**config.mk**
```make
export PLATFORM = sky130hd
export DESIGN_NAME = spisl_slave
export DESIGN_NICKNAME = d
export VERILOG_FILES = /design/src/rtl/spisl_pkg.sv /design/src/rtl/spisl_slave.sv
export VERILOG_INCLUDE_DIRS = /design/src /design/src/rtl
export SDC_FILE = /design/constraint.sdc
export NUM_CORES = 1
export LEC_CHECK = 0
export ABC_AREA = 0
export BUFFER_PORTS_ARGS = -buffer_cell sky130_fd_sc_hd__buf_2
export CAP_MARGIN = 20
export CORE_MARGIN = 2
export CORE_UTILIZATION = 57
export CTS_BUF_LIST = sky130_fd_sc_hd__clkbuf_8
export CTS_CLUSTER_DIAMETER = 50
export DETAILED_ROUTE_END_ITERATION = 6
export PLACE_DENSITY = 0.91
export SYNTH_ARGS = -nofsm -noshare
export SYNTH_HDL_FRONTEND = slang
export SYNTH_SLANG_ARGS = --single-unit
```
**constraint.sdc**
```tcl
create_clock -name clk_sys_in -period 4 [get_ports clk_sys_in]
set_input_delay 0 -clock clk_sys_in [delete_from_list [all_inputs] [get_ports clk_sys_in]]
set_output_delay 0 -clock clk_sys_in [all_outputs]
set_load 0.005 [all_outputs]
```
**src/rtl/spisl_params.svh**
```systemverilog
// offsets, field positions, codes and reset values of the slave serial port
// assumes a 32-bit avalon-mm slave with a word index on the address port
`ifndef SPISL_PARAMS_SVH
`define SPISL_PARAMS_SVH

// word indices of the registers (byte address = 4 * index)
`define SPISL_IDX_CONTROL 3'h0
`define SPISL_IDX_BUFFER 3'h1
`define SPISL_IDX_STATUS 3'h2
`define SPISL_IDX_IRQ_STAT 3'h3
`define SPISL_IDX_IRQ_MASK 3'h4

// control register fields
`define SPISL_BIT_COLL 7
`define SPISL_BIT_OVF 6
`define SPISL_BIT_EN 5
`define SPISL_BIT_IDLE_POL 4
`define SPISL_CONTROL_RESET 8'h00

// mode select codes
`define SPISL_MODE_SLAVE_SS 4'h4
`define SPISL_MODE_SLAVE_NOSS 4'h5

// status and interrupt fields
`define SPISL_ST_FULL 0
`define SPISL_ST_BUSY 1
`define SPISL_ST_OWNED 2
`define SPISL_IRQ_BYTE 0
`define SPISL_IRQ_COLL 1
`define SPISL_IRQ_OVF 2
`define SPISL_IRQ_RESET 3'h0

`define SPISL_LAST_BIT 4'h7
`define SPISL_READ_UNMAPPED 32'h0000_0000

`endif

```
**src/rtl/spisl_pkg.sv**
```systemverilog
// types of the slave serial port: bus request carrier and module state
// assumes spisl_params.svh for all numbers
package spisl_pkg;

  typedef struct packed {
    logic read;
    logic write;
    logic [2:0] address;
    logic [31:0] writedata;
  } spisl_avmm_req_t;

  typedef struct packed {
    logic [2:0] sck_sync;
    logic [2:0] sdi_sync;
    logic [2:0] ssn_sync;
    logic sck_f;
    logic ssn_f;
    logic [7:0] control;
    logic [7:0] buffer;
    logic [7:0] shift;
    logic rx_bit;
    logic [3:0] bit_cnt;
    logic full;
    logic [2:0] irq_stat;
    logic [2:0] irq_mask;
    logic ack;
    logic [31:0] rdata;
  } spisl_state_t;

endpackage : spisl_pkg

```
**src/rtl/spisl_slave.sv**
```systemverilog
// slave-mode synchronous serial port with avalon-mm register access
// assumes clk_sys_in keeps running while the core sleeps; the serial
// clock, data-in and select pins are asynchronous and oversampled here
`timescale 1ns/100ps
`include "spisl_params.svh"

module spisl_slave (
  // clock and reset
  input wire logic clk_sys_in,
  input wire logic reset_n_in,
  // avalon-mm slave
  input wire spisl_pkg::spisl_avmm_req_t avmm_req_in,
  output logic [31:0] avmm_readdata_out,
  output logic avmm_waitrequest_out,
  // serial pins
  input wire logic sck_in,
  input wire logic sdi_in,
  input wire logic ss_n_in,
  output logic sdo_out,
  output logic sdo_oe_out,
  output logic pins_owned_out,
  // core sleep and interrupt
  input wire logic core_sleep_in,
  output logic irq_out,
  output logic wake_out
);

  spisl_pkg::spisl_state_t s;
  spisl_pkg::spisl_state_t next_s;

  logic en;
  logic idle_pol;
  logic [3:0] mode;
  logic fsck;
  logic lead;
  logic trail;
  logic held;
  logic busy;
  logic take;
  logic take_wr;
  logic take_rd;
  logic byte_done;
  logic coll_ev;
  logic ovf_ev;
  logic [7:0] rx_byte;

  function automatic logic [31:0] read_mux(input spisl_pkg::spisl_state_t st,
                                           input logic [2:0] idx);
    logic [31:0] v;
    v = `SPISL_READ_UNMAPPED;
    unique case (idx)
      `SPISL_IDX_CONTROL: v[7:0] = st.control;
      `SPISL_IDX_BUFFER: v[7:0] = st.buffer;
      `SPISL_IDX_STATUS: begin
        v[`SPISL_ST_FULL] = st.full;
        v[`SPISL_ST_BUSY] = (st.bit_cnt != 4'h0);
        v[`SPISL_ST_OWNED] = st.control[`SPISL_BIT_EN];
      end
      `SPISL_IDX_IRQ_STAT: v[2:0] = st.irq_stat;
      `SPISL_IDX_IRQ_MASK: v[2:0] = st.irq_mask;
      default: v = `SPISL_READ_UNMAPPED;
    endcase
    return v;
  endfunction : read_mux

  assign en = s.control[`SPISL_BIT_EN];
  assign idle_pol = s.control[`SPISL_BIT_IDLE_POL];
  assign mode = s.control[3:0];
  // a pin change counts once the second and third stage agree
  assign fsck = (s.sck_sync[1] == s.sck_sync[2]) ? s.sck_sync[2] : s.sck_f;
  // leading edge leaves the idle level, trailing edge returns to it
  assign lead = (s.sck_f == idle_pol) && (fsck != idle_pol);
  assign trail = (s.sck_f != idle_pol) && (fsck == idle_pol);
  // master modes are not built; any other code parks the port
  assign held = !en || !((mode == `SPISL_MODE_SLAVE_NOSS) ||
                ((mode == `SPISL_MODE_SLAVE_SS) && !s.ssn_f));
  assign busy = (s.bit_cnt != 4'h0);
  // a request is taken at the edge that ends the cycle after its single wait cycle
  assign take = s.ack && (avmm_req_in.read || avmm_req_in.write);
  assign take_wr = take && avmm_req_in.write;
  assign take_rd = take && avmm_req_in.read;
  // sleep gates only wake_out: the shifter never looks at it
  assign byte_done = !held && trail && (s.bit_cnt == `SPISL_LAST_BIT);
  assign rx_byte = {s.shift[6:0], s.rx_bit};
  assign ovf_ev = byte_done && s.full;
  assign coll_ev = take_wr && (avmm_req_in.address == `SPISL_IDX_BUFFER) && busy;

  always_comb begin
    next_s = s;
    next_s.sck_sync = {s.sck_sync[1:0], sck_in};
    next_s.sdi_sync = {s.sdi_sync[1:0], sdi_in};
    next_s.ssn_sync = {s.ssn_sync[1:0], ss_n_in};
    next_s.sck_f = fsck;
    next_s.ssn_f = (s.ssn_sync[1] == s.ssn_sync[2]) ? s.ssn_sync[2] : s.ssn_f;

    // bus: one wait cycle, read data captured while waitrequest is high
    next_s.ack = (avmm_req_in.read || avmm_req_in.write) && !s.ack;
    if ((avmm_req_in.read || avmm_req_in.write) && !s.ack) begin
      next_s.rdata = read_mux(s, avmm_req_in.address);
    end

    // shifter: select high in select mode, a non-slave mode code or port disabled resets the bit counter
    if (held) begin
      next_s.bit_cnt = 4'h0;
    end else begin
      if (lead) begin
        next_s.rx_bit = s.sdi_sync[2];
      end
      if (trail) begin
        next_s.shift = rx_byte;
        next_s.bit_cnt = (s.bit_cnt == `SPISL_LAST_BIT) ? 4'h0 : s.bit_cnt + 4'h1;
      end
    end

    // software effects first so that hardware events win over clears
    if (take_wr) begin
      unique case (avmm_req_in.address)
        `SPISL_IDX_CONTROL: next_s.control = avmm_req_in.writedata[7:0];
        `SPISL_IDX_BUFFER: begin
          // ignored mid-byte; otherwise it preloads the next outgoing byte
          if (!busy) begin
            next_s.shift = avmm_req_in.writedata[7:0];
          end
        end
        `SPISL_IDX_IRQ_MASK: next_s.irq_mask = avmm_req_in.writedata[2:0];
        default: next_s.irq_mask = s.irq_mask;
      endcase
    end
    if (take_rd && (avmm_req_in.address == `SPISL_IDX_BUFFER)) begin
      next_s.full = 1'b0;
    end
    if (take_rd && (avmm_req_in.address == `SPISL_IDX_IRQ_STAT)) begin
      next_s.irq_stat = `SPISL_IRQ_RESET;
    end

    if (byte_done && !s.full) begin
      next_s.buffer = rx_byte;
      next_s.full = 1'b1;
    end
    if (byte_done) begin
      next_s.irq_stat[`SPISL_IRQ_BYTE] = 1'b1;
    end
    if (ovf_ev) begin
      next_s.control[`SPISL_BIT_OVF] = 1'b1;
      next_s.irq_stat[`SPISL_IRQ_OVF] = 1'b1;
    end
    if (coll_ev) begin
      next_s.control[`SPISL_BIT_COLL] = 1'b1;
      next_s.irq_stat[`SPISL_IRQ_COLL] = 1'b1;
    end
  end

  always_ff @(posedge clk_sys_in) begin
    if (!reset_n_in) begin
      s <= '0;
      s.control <= `SPISL_CONTROL_RESET;
      s.irq_stat <= `SPISL_IRQ_RESET;
      s.irq_mask <= `SPISL_IRQ_RESET;
    end else begin
      s <= next_s;
    end
  end

  assign avmm_waitrequest_out = (avmm_req_in.read || avmm_req_in.write) && !s.ack;
  assign avmm_readdata_out = s.rdata;
  assign sdo_out = s.shift[7];
  assign sdo_oe_out = !held;
  assign pins_owned_out = en;
  assign irq_out = |(s.irq_stat & s.irq_mask);
  assign wake_out = core_sleep_in && s.irq_stat[`SPISL_IRQ_BYTE] &&
                    s.irq_mask[`SPISL_IRQ_BYTE];
endmodule : spisl_slave

```
After elaboration in Yosys (flattened, before gate mapping)
Cells that the tools add are included.
Word-level totals
  input bits: 43
  logic and storage cells: 99
  output and inout port bits: 38
  register bits: 56
Operators by class
  multiplexer cells: 20
  add/sub/neg operators: 1
  reductions and logical operators: 43
  bitwise operators: 3
  equality and inequality tests: 13
Operators with widths (number)
  $mux W8: 6
  $logic_and A1 B1 Y1: 17
  $reduce_bool A2 Y1: 8
  $pmux W3 S5: 1
  $eq A4 B3 Y1 const B: 3
  $pmux W5 S2: 1
  $reduce_and A2 Y1: 5
  $mux W1: 9
  $mux W9: 1
  $eq A3 B2 Y1 const B: 2
  $logic_not A1 Y1: 6
  $add A4 B1 Y4 const B: 1
  $eq A1 B1 Y1: 4
  $mux W4: 1
  $reduce_bool A4 Y1: 1
  $and A3 B3 Y3: 1
  $eq A3 B1 Y1 const B: 1
  $eq A3 B3 Y1 const B: 1
  $logic_not A3 Y1: 1
  $logic_or A1 B1 Y1: 3
  $mux W3: 1
  $reduce_or A3 Y1: 1
  $ne A1 B1 Y1: 2
  $not A1 Y1: 2
  $reduce_or A2 Y1: 1

Longest topological paths before layout
Gate-level depths: netlist (run 1).
  word-level depth: 11
  mapped depth: 7
  gate-level depth less buffers: 6

Least setup slack after synthesis (run 1)
No wires, ideal clock.
  path kind: register -> register
  start point: register s[40] (netlist name)
  end point: register s[59] (netlist name)
  setup slack: 2.428 ns
  clock period less this slack: 1.572 ns
  data arrival time: 1.443 ns
  cell stages (with the launch flop): 7
  data required time: 3.871 ns
  library setup time: 0.129 ns
  buffers on the path: 1
  path through: dfxtp_1 > ha_1 > nor4bb_1 > o2111ai_2 > clkbuf_1 > nand3_1 > o21ai_0
On the way
  longest elaborated chain between the ends: 3
Ends and longest elaborated chain
  start: declaration: line spisl_slave.sv:28  | spisl_pkg::spisl_state_t s;
  start signal: assignment: line spisl_slave.sv:160  | s <= next_s;
  $eq A4 B3 Y1 (no source line)
  $logic_and A1 B1 Y1: line spisl_slave.sv:83  | assign byte_done = !held && trail && (s.bit_cnt == `SPISL_LAST_BIT);
  $logic_and A1 B1 Y1: line spisl_slave.sv:136  | if (byte_done && !s.full) begin
No other way between the ends.
A chain may end at the register's enable or synchronous reset.

Worst setup path in the final report (run 1)
  start point: register s[40] (netlist name)
  end point: register s (netlist bit rx_byte[7])
On the way
  longest elaborated chain between the ends: 4
Ends and longest elaborated chain
  $reduce_bool A4 Y1: line spisl_slave.sv:77  | assign busy = (s.bit_cnt != 4'h0);
  $mux W8: line spisl_slave.sv:121  | if (!busy) begin
  $mux W8: line spisl_slave.sv:117  | unique case (avmm_req_in.address)
  $mux W8: line spisl_slave.sv:116  | if (take_wr) begin
No other way between the ends.

==> results.sh, run 1 <==
export IMPL_grt_pass1_vias=1815
export IMPL_relSlewSlack=0.501
export IMPL_setup_ws_ns=2.01
export IMPL_antenna_cells=0
export IMPL_min_period_ns=1.99
export IMPL_drive_above_1_share=0.142
export IMPL_hold_worst_slack_ns=-0.00230
export IMPL_m1WireLength_um=2290
export IMPL_clockBufferDepth=2
export IMPL_cp_data_required_time_ns=4.18
export IMPL_multi_input_area_sq_um=1300
export IMPL_final_setup_tns_ns=0
export IMPL_cts_hold_buf=10
export IMPL_grt_overflow=0
export IMPL_dr_pass1_iters=6
export IMPL_max_freq_mhz=503
export IMPL_worstPathArrival_ns=2.17
export IMPL_vias=2084
export IMPL_worst_path_max_fanout=16
export IMPL_fin_worst_skew_ns=0.00995
export IMPL_violations="negative hold slack"
export IMPL_yosysTopAreaCell="dfxtp_1"
export IMPL_startpoint_type="register"
export IMPL_yosys_top_cells_count="dfxtp_1, a21oi_1, buf_4"
export IMPL_placementRows=24
export IMPL_cts_resized=0
export IMPL_timing_rr_end="rx_byte[7]$_SDFF_PN0_"
export IMPL_finalNonFillerCells=383
export IMPL_yosys_cell_count_top_type="dfxtp_1"
export IMPL_dieArea_sq_um=5230
export IMPL_cp_num_buf_inv=1
export IMPL_root_buffer="clkbuf_8"
export IMPL_async_flop_share=0
export IMPL_path_class="reg2reg"
export IMPL_antenna_found_initial=0
export IMPL_max_stage_delay_ns=0.49
export IMPL_ys_warn_count=0
export IMPL_path_cells="inv_1, ha_1, nor3b_1, nand3_1, o21ai_0, a21oi_1"
export IMPL_detail_route_wl_per_cell_um=13.4
export IMPL_port_buffers=32
export IMPL_place_worst_setup_slack_ns=2.01
export IMPL_htree_num_levels=2
export IMPL_r2r_setup_slack_ns=2.01
export IMPL_end_kind="register"
export IMPL_drt_total_wl_um=5110
export IMPL_worstHoldEndpoint="s[67]$_SDFFE_PN0P_"
export IMPL_start_util=0.603
export IMPL_slowest_stage="nand3_1"
export IMPL_hpwl_um=3680
export IMPL_ys_seq_area_frac=0.421
export IMPL_wl_met2_um=2410
export IMPL_power_uw=1000
export IMPL_finalHoldViolations=1
export IMPL_syn_inst=305
export IMPL_avgSynthCellArea_sq_um=8.72
export IMPL_reg2regPathDepth=6
export IMPL_clk_pin_slew_worst_paths_ns=0.10
export IMPL_reg2reg_from="s[40]$_SDFFE_PP0P_"
export IMPL_min_path_type="in2reg"
export IMPL_drc=0
export IMPL_power_leakage_nw=1.15
export IMPL_cts_tree="done"
export IMPL_cp_top_family="simple AND/OR/NAND/NOR gates"
export IMPL_grt_usage=0.204
export IMPL_synth_edf_count=0
export IMPL_hold_start="avmm_req_in[6]"
export IMPL_grt_max_degree=36
export IMPL_vdd_drop_max_uv=245
export IMPL_gp_congestion=0.803
export IMPL_dieWidth_um=72.3
export IMPL_tightest_slew_ns=0.744
export IMPL_yosys_top_cells_area="dfxtp_1, buf_4, mux2i_1, a21oi_1, o21ai_0"
export IMPL_clk_latency_ns=0.31
export IMPL_highest_layer="met4"
export IMPL_postCtsSetupBuffers=0
export IMPL_ys_flop_type="dfxtp_1"
export IMPL_synth_cell_types=44
export IMPL_layout_area_seq_sq_um=1120
export IMPL_synth_area_sq_um=2660
export IMPL_yosys_area_top_type_share=0.421
export IMPL_min_path_cells=3
export IMPL_io_pins=81
export IMPL_dpl_cell_count=364
export IMPL_status="finished, violations left"
export IMPL_clock_sinks=56
export IMPL_area_delta_synth_final_pct=8.42
export IMPL_cts_buffers=5
export IMPL_p_per_area_nw_per_um2=347
export IMPL_met3WireLength_um=322
export IMPL_vias_per_cell=5.44
export IMPL_first_iter_violations=208
export IMPL_nets=375
export IMPL_setup_viol=0
export IMPL_grt_pass1_wl_um=8270
export IMPL_drv_slew=0
export IMPL_drv_cap=0
export IMPL_period_share=0.497
export IMPL_rsz0062_at_grt="no"
export IMPL_core_area_sq_um=4410
export IMPL_n_fill_cell=371
export IMPL_drtAntennaViolNets=0
export IMPL_ys_ff_latch=56
export IMPL_dieHeight_um=72.3
-- final cells by class --
type | instances | share of cell area
repair buffers | 43 | 0.0928
clock inverters | 3 | 0.0148
multi-input cells | 219 | 0.451
flip-flops and latches | 56 | 0.389
well taps | 52 | 0.0226
inverters | 5 | 0.00651
clock buffers | 5 | 0.0239
-- flip-flops by register name (all words and copies together), names as in the netlist --
signal,flops
s,27
mode,4
avmm_readdata_out,8
sdo_out,1
idle_pol,1
rx_byte,8
pins_owned_out,1
next_s,6
-- worst max path at each step --
stage          cells past startpoint                     to                from  slack, ns
3_5_place_dp                       6  rx_byte[7]$_SDFF_PN0_  s[40]$_SDFFE_PP0P_       2.01
5_1_grt                            6  rx_byte[2]$_SDFF_PN0_  s[40]$_SDFFE_PP0P_       1.78
2_1_floorplan                      6     s[59]$_SDFFE_PN0P_  s[40]$_SDFFE_PP0P_       2.43
6_report                           6  rx_byte[7]$_SDFF_PN0_  s[40]$_SDFFE_PP0P_       2.01
3_3_place_gp                       6  rx_byte[1]$_SDFF_PN0_  s[40]$_SDFFE_PP0P_       2.17
4_1_cts                            6  rx_byte[7]$_SDFF_PN0_  s[40]$_SDFFE_PP0P_       1.99
-- worst reg2reg max path, cell delays in order (launching register included) --
cell	delay [ns]
dfxtp_1	0.36
inv_1	0.07
ha_1	0.13
nor3b_1	0.36
nand3_1	0.50
o21ai_0	0.38
a21oi_1	0.07
-- metrics by stage --
| step | utilization | instance area (sq um) |
|---|---|---|
| 2_1_floorplan | - | 2750 |
| 3_3_place_gp | 0.604 | 2670 |
| 3_5_place_dp | 0.604 | 2670 |
| 4_1_cts | 0.652 | 2880 |
| 5_1_grt | 0.653 | 2880 |
| 6_report | 0.653 | 2880 |
-- where the power goes --
part,switching [mW],internal (mW),total [mW]
Sequential,0.00493,0.564,0.569
Clock,0.178,0.185,0.364
Combinational,0.0410,0.0260,0.0671
-- logic make-up (layout without fill, tap and decap cells) --
group | after synthesis | count (layout) | share of synthesized area
DFF | 56 | 56 | 0.421
adders and majority gates | 2 | 2 | 0.00941
buffers and inverters | 53 | 56 | 0.122
and+or+nand+nor | 103 | 103 | 0.214
muxes | 22 | 22 | 0.0828
other | 1 | 24 | 0.00141
xor gates and xnor gates | 1 | 1 | 0.00329
AOI/OAI and AO/OA | 67 | 67 | 0.145
-- layer usage --
layer | up-vias | GRT usage
met5 | - | 0
met4 | 0 | 0.0839
met3 | 7 | 0.0361
met2 | 92 | 0.336
met1 | 926 | 0.263
li1 | 1059 | -
-- layout by cell type, fill, tap and decap left out, drive strengths merged, types with 4 or more instances in the layout --
cell type    instances
buf                 33
conb                24
dlygate4sd3         10
and2                10
a21oi               34
o21ai               20
nand3b               6
nand2               24
nor2                18
mux2i               22
inv                  4
nand3               18
nor3                 5
clkbuf               5
dfxtp               56
(Power assumes the default switching activity.)
==> inputs of run 2 (changes only) <==
--- a/config.mk
+++ b/config.mk
@@ -10,11 +10,11 @@
 export BUFFER_PORTS_ARGS = -buffer_cell sky130_fd_sc_hd__buf_2
 export CAP_MARGIN = 20
 export CORE_MARGIN = 2
-export CORE_UTILIZATION = 57
+export CORE_UTILIZATION = 53
 export CTS_BUF_LIST = sky130_fd_sc_hd__clkbuf_8
 export CTS_CLUSTER_DIAMETER = 50
 export DETAILED_ROUTE_END_ITERATION = 6
-export PLACE_DENSITY = 0.91
+export PLACE_DENSITY = 0.86
 export SYNTH_ARGS = -nofsm -noshare
 export SYNTH_HDL_FRONTEND = slang
 export SYNTH_SLANG_ARGS = --single-unit
==> constraint.sdc (replaced) <==
create_clock -name clk_sys_in -period 2.05 [get_ports clk_sys_in]
set_input_delay 0 -clock clk_sys_in [delete_from_list [all_inputs] [get_ports clk_sys_in]]
set_output_delay 0 -clock clk_sys_in [all_outputs]
set_load 0.005 [all_outputs]
==> results.sh, run 2 (same netlist as run 1, synthesis figures left out) <==
export IMPL_status="complete, no violations"
export IMPL_power_leakage_nw=1.16
export IMPL_worstPathArrival_ns=1.94
export IMPL_cp_data_required_time_ns=2.23
export IMPL_vias_per_cell=5.27
export IMPL_drive_above_1_share=0.156
export IMPL_path_class="reg2reg"
export IMPL_period_share=0.858
export IMPL_power_mw=1.86
export IMPL_area_delta_synth_final_pct=10.0
export IMPL_clockBufferDepth=2
export IMPL_top_register="s"
export IMPL_worstHoldEndpoint="sdo_out$_SDFF_PN0_"
export IMPL_fin_worst_skew_ns=0.00827
export IMPL_final_setup_tns_ns=0
export IMPL_place_worst_setup_slack_ns=0.223
export IMPL_dr_pass1_iters=4
export IMPL_worst_path_max_fanout=16
export IMPL_most_common_layout_cells="dfxtp_1, a21oi_1, buf_2"
export IMPL_grt_usage=0.191
export IMPL_dieArea_sq_um=5600
export IMPL_root_buffer="clkbuf_8"
export IMPL_min_path_type="in2reg"
export IMPL_grt_max_degree=35
export IMPL_final_common_cell="dfxtp_1"
export IMPL_drv_slew=0
export IMPL_rsz0062_at_grt="no"
export IMPL_largest_reg_flops=27
export IMPL_drc=0
export IMPL_drv_cap=0
export IMPL_hold_start="avmm_req_in[7]"
export IMPL_grt_pass1_vias=1804
export IMPL_drt_total_wl_um=5100
export IMPL_first_iter_violations=169
export IMPL_antenna_found_initial=0
export IMPL_n_fill_cell=403
export IMPL_min_path_cells=3
export IMPL_p_per_area_nw_per_um2=637
export IMPL_htree_num_levels=2
export IMPL_dieWidth_um=74.8
export IMPL_reg2reg_from="s[40]$_SDFFE_PP0P_"
export IMPL_antenna_cells=0
export IMPL_max_freq_mhz=568
export IMPL_r2r_setup_slack_ns=0.29
export IMPL_detail_route_wl_per_cell_um=12.7
export IMPL_clk_latency_ns=0.31
export IMPL_placementRows=25
export IMPL_placed_area_sq_um=2720
export IMPL_nets=378
export IMPL_cts_buffers=5
export IMPL_setup_ws_ns=0.291
export IMPL_dieHeight_um=74.8
export IMPL_grt_overflow=0
export IMPL_clock_sinks=56
export IMPL_port_buffers=32
export IMPL_fin_area_sq_um=2930
export IMPL_reg2regPathDepth=5
export IMPL_drtAntennaViolNets=0
export IMPL_vdd_drop_max_uv=710
export IMPL_clk_pin_slew_worst_paths_ns=0.10
export IMPL_startpoint_type="register"
export IMPL_end_kind="register"
export IMPL_finalHoldViolations=0
export IMPL_min_period_ns=1.76
export IMPL_hpwl_um=3670
export IMPL_start_util=0.556
export IMPL_grt_pass1_wl_um=8180
export IMPL_cts_tree="done"
export IMPL_io_pins=81
export IMPL_timing_rr_end="s[53]$_SDFFE_PN0P_"
export IMPL_setup_viol=0
export IMPL_vias=2112
export IMPL_gp_congestion=0.827
export IMPL_tightest_slew_ns=0.911
export IMPL_relSlewSlack=0.392
export IMPL_core_area_sq_um=4790
run 2: routing by layer:
| layer | track usage | vias to the layer above | routed length [um] |
|---|---|---|---|
| met5 | 0 | - | 0 |
| met4 | 0.0476 | 0 | 23 |
| met3 | 0.0415 | 5 | 312 |
| met2 | 0.289 | 68 | 2370 |
| met1 | 0.277 | 968 | 2390 |
| li1 | - | 1071 | - |
run 2: critical path, cell delays in order, from the launching register on:
cell and delay, ns:
dfxtp_1 0.40, ha_1 0.21, nor4bb_2 0.43, o2111ai_4 0.31, nand3_1 0.18, o21ai_0 0.09
run 2: layout make-up:
| type | instances | area, sq um | area share |
|---|---|---|---|
| Multi-Input combinational cell | 219 | 1320 | 0.450 |
| Sequential cell | 56 | 1120 | 0.383 |
| Timing Repair Buffer | 46 | 288 | 0.0983 |
| Tap cell | 67 | 83.8 | 0.0286 |
| Clock buffer | 6 | 82.6 | 0.0282 |
| Inverter | 5 | 18.8 | 0.00641 |
| Clock inverter | 2 | 15.0 | 0.00513 |
run 2: through the flow:
step                      utilization  hold WS (ns)  instances
final                           0.612        0.0145        401
after floorplan                     -         0.127        328
after detailed placement        0.569         0.210        384
after global placement          0.569         0.206        384
after CTS                       0.608       0.00419        401
after global routing            0.612        0.0434        401
run 2: timing repair:
action	in CTS	in global routing
hold endpoints to repair	14	0
hold buffers	9	0
setup buffers	0	0
resized for setup	0	2
endpoints found under the setup margin	0	4
run 2: report_power, final:
group	switching (mW)	total, mW	internal [mW]
sequential	0.00957	1.11	1.10
clock	0.347	0.621	0.274
combinational	0.0816	0.133	0.0519
run 2: worst max-delay path by stage:
stage          cells past startpoint            endpoint  slack, ns               start
2_1_floorplan                      6  s[59]$_SDFFE_PN0P_       0.48  s[40]$_SDFFE_PP0P_
3_3_place_gp                       5  s[58]$_SDFFE_PN0P_       0.27  s[40]$_SDFFE_PP0P_
3_5_place_dp                       5  s[59]$_SDFFE_PN0P_       0.22  s[40]$_SDFFE_PP0P_
4_1_cts                            5  s[53]$_SDFFE_PN0P_       0.19  s[40]$_SDFFE_PP0P_
5_1_grt                            5  s[53]$_SDFFE_PN0P_       0.14  s[40]$_SDFFE_PP0P_
6_report                           5  s[53]$_SDFFE_PN0P_       0.29  s[40]$_SDFFE_PP0P_
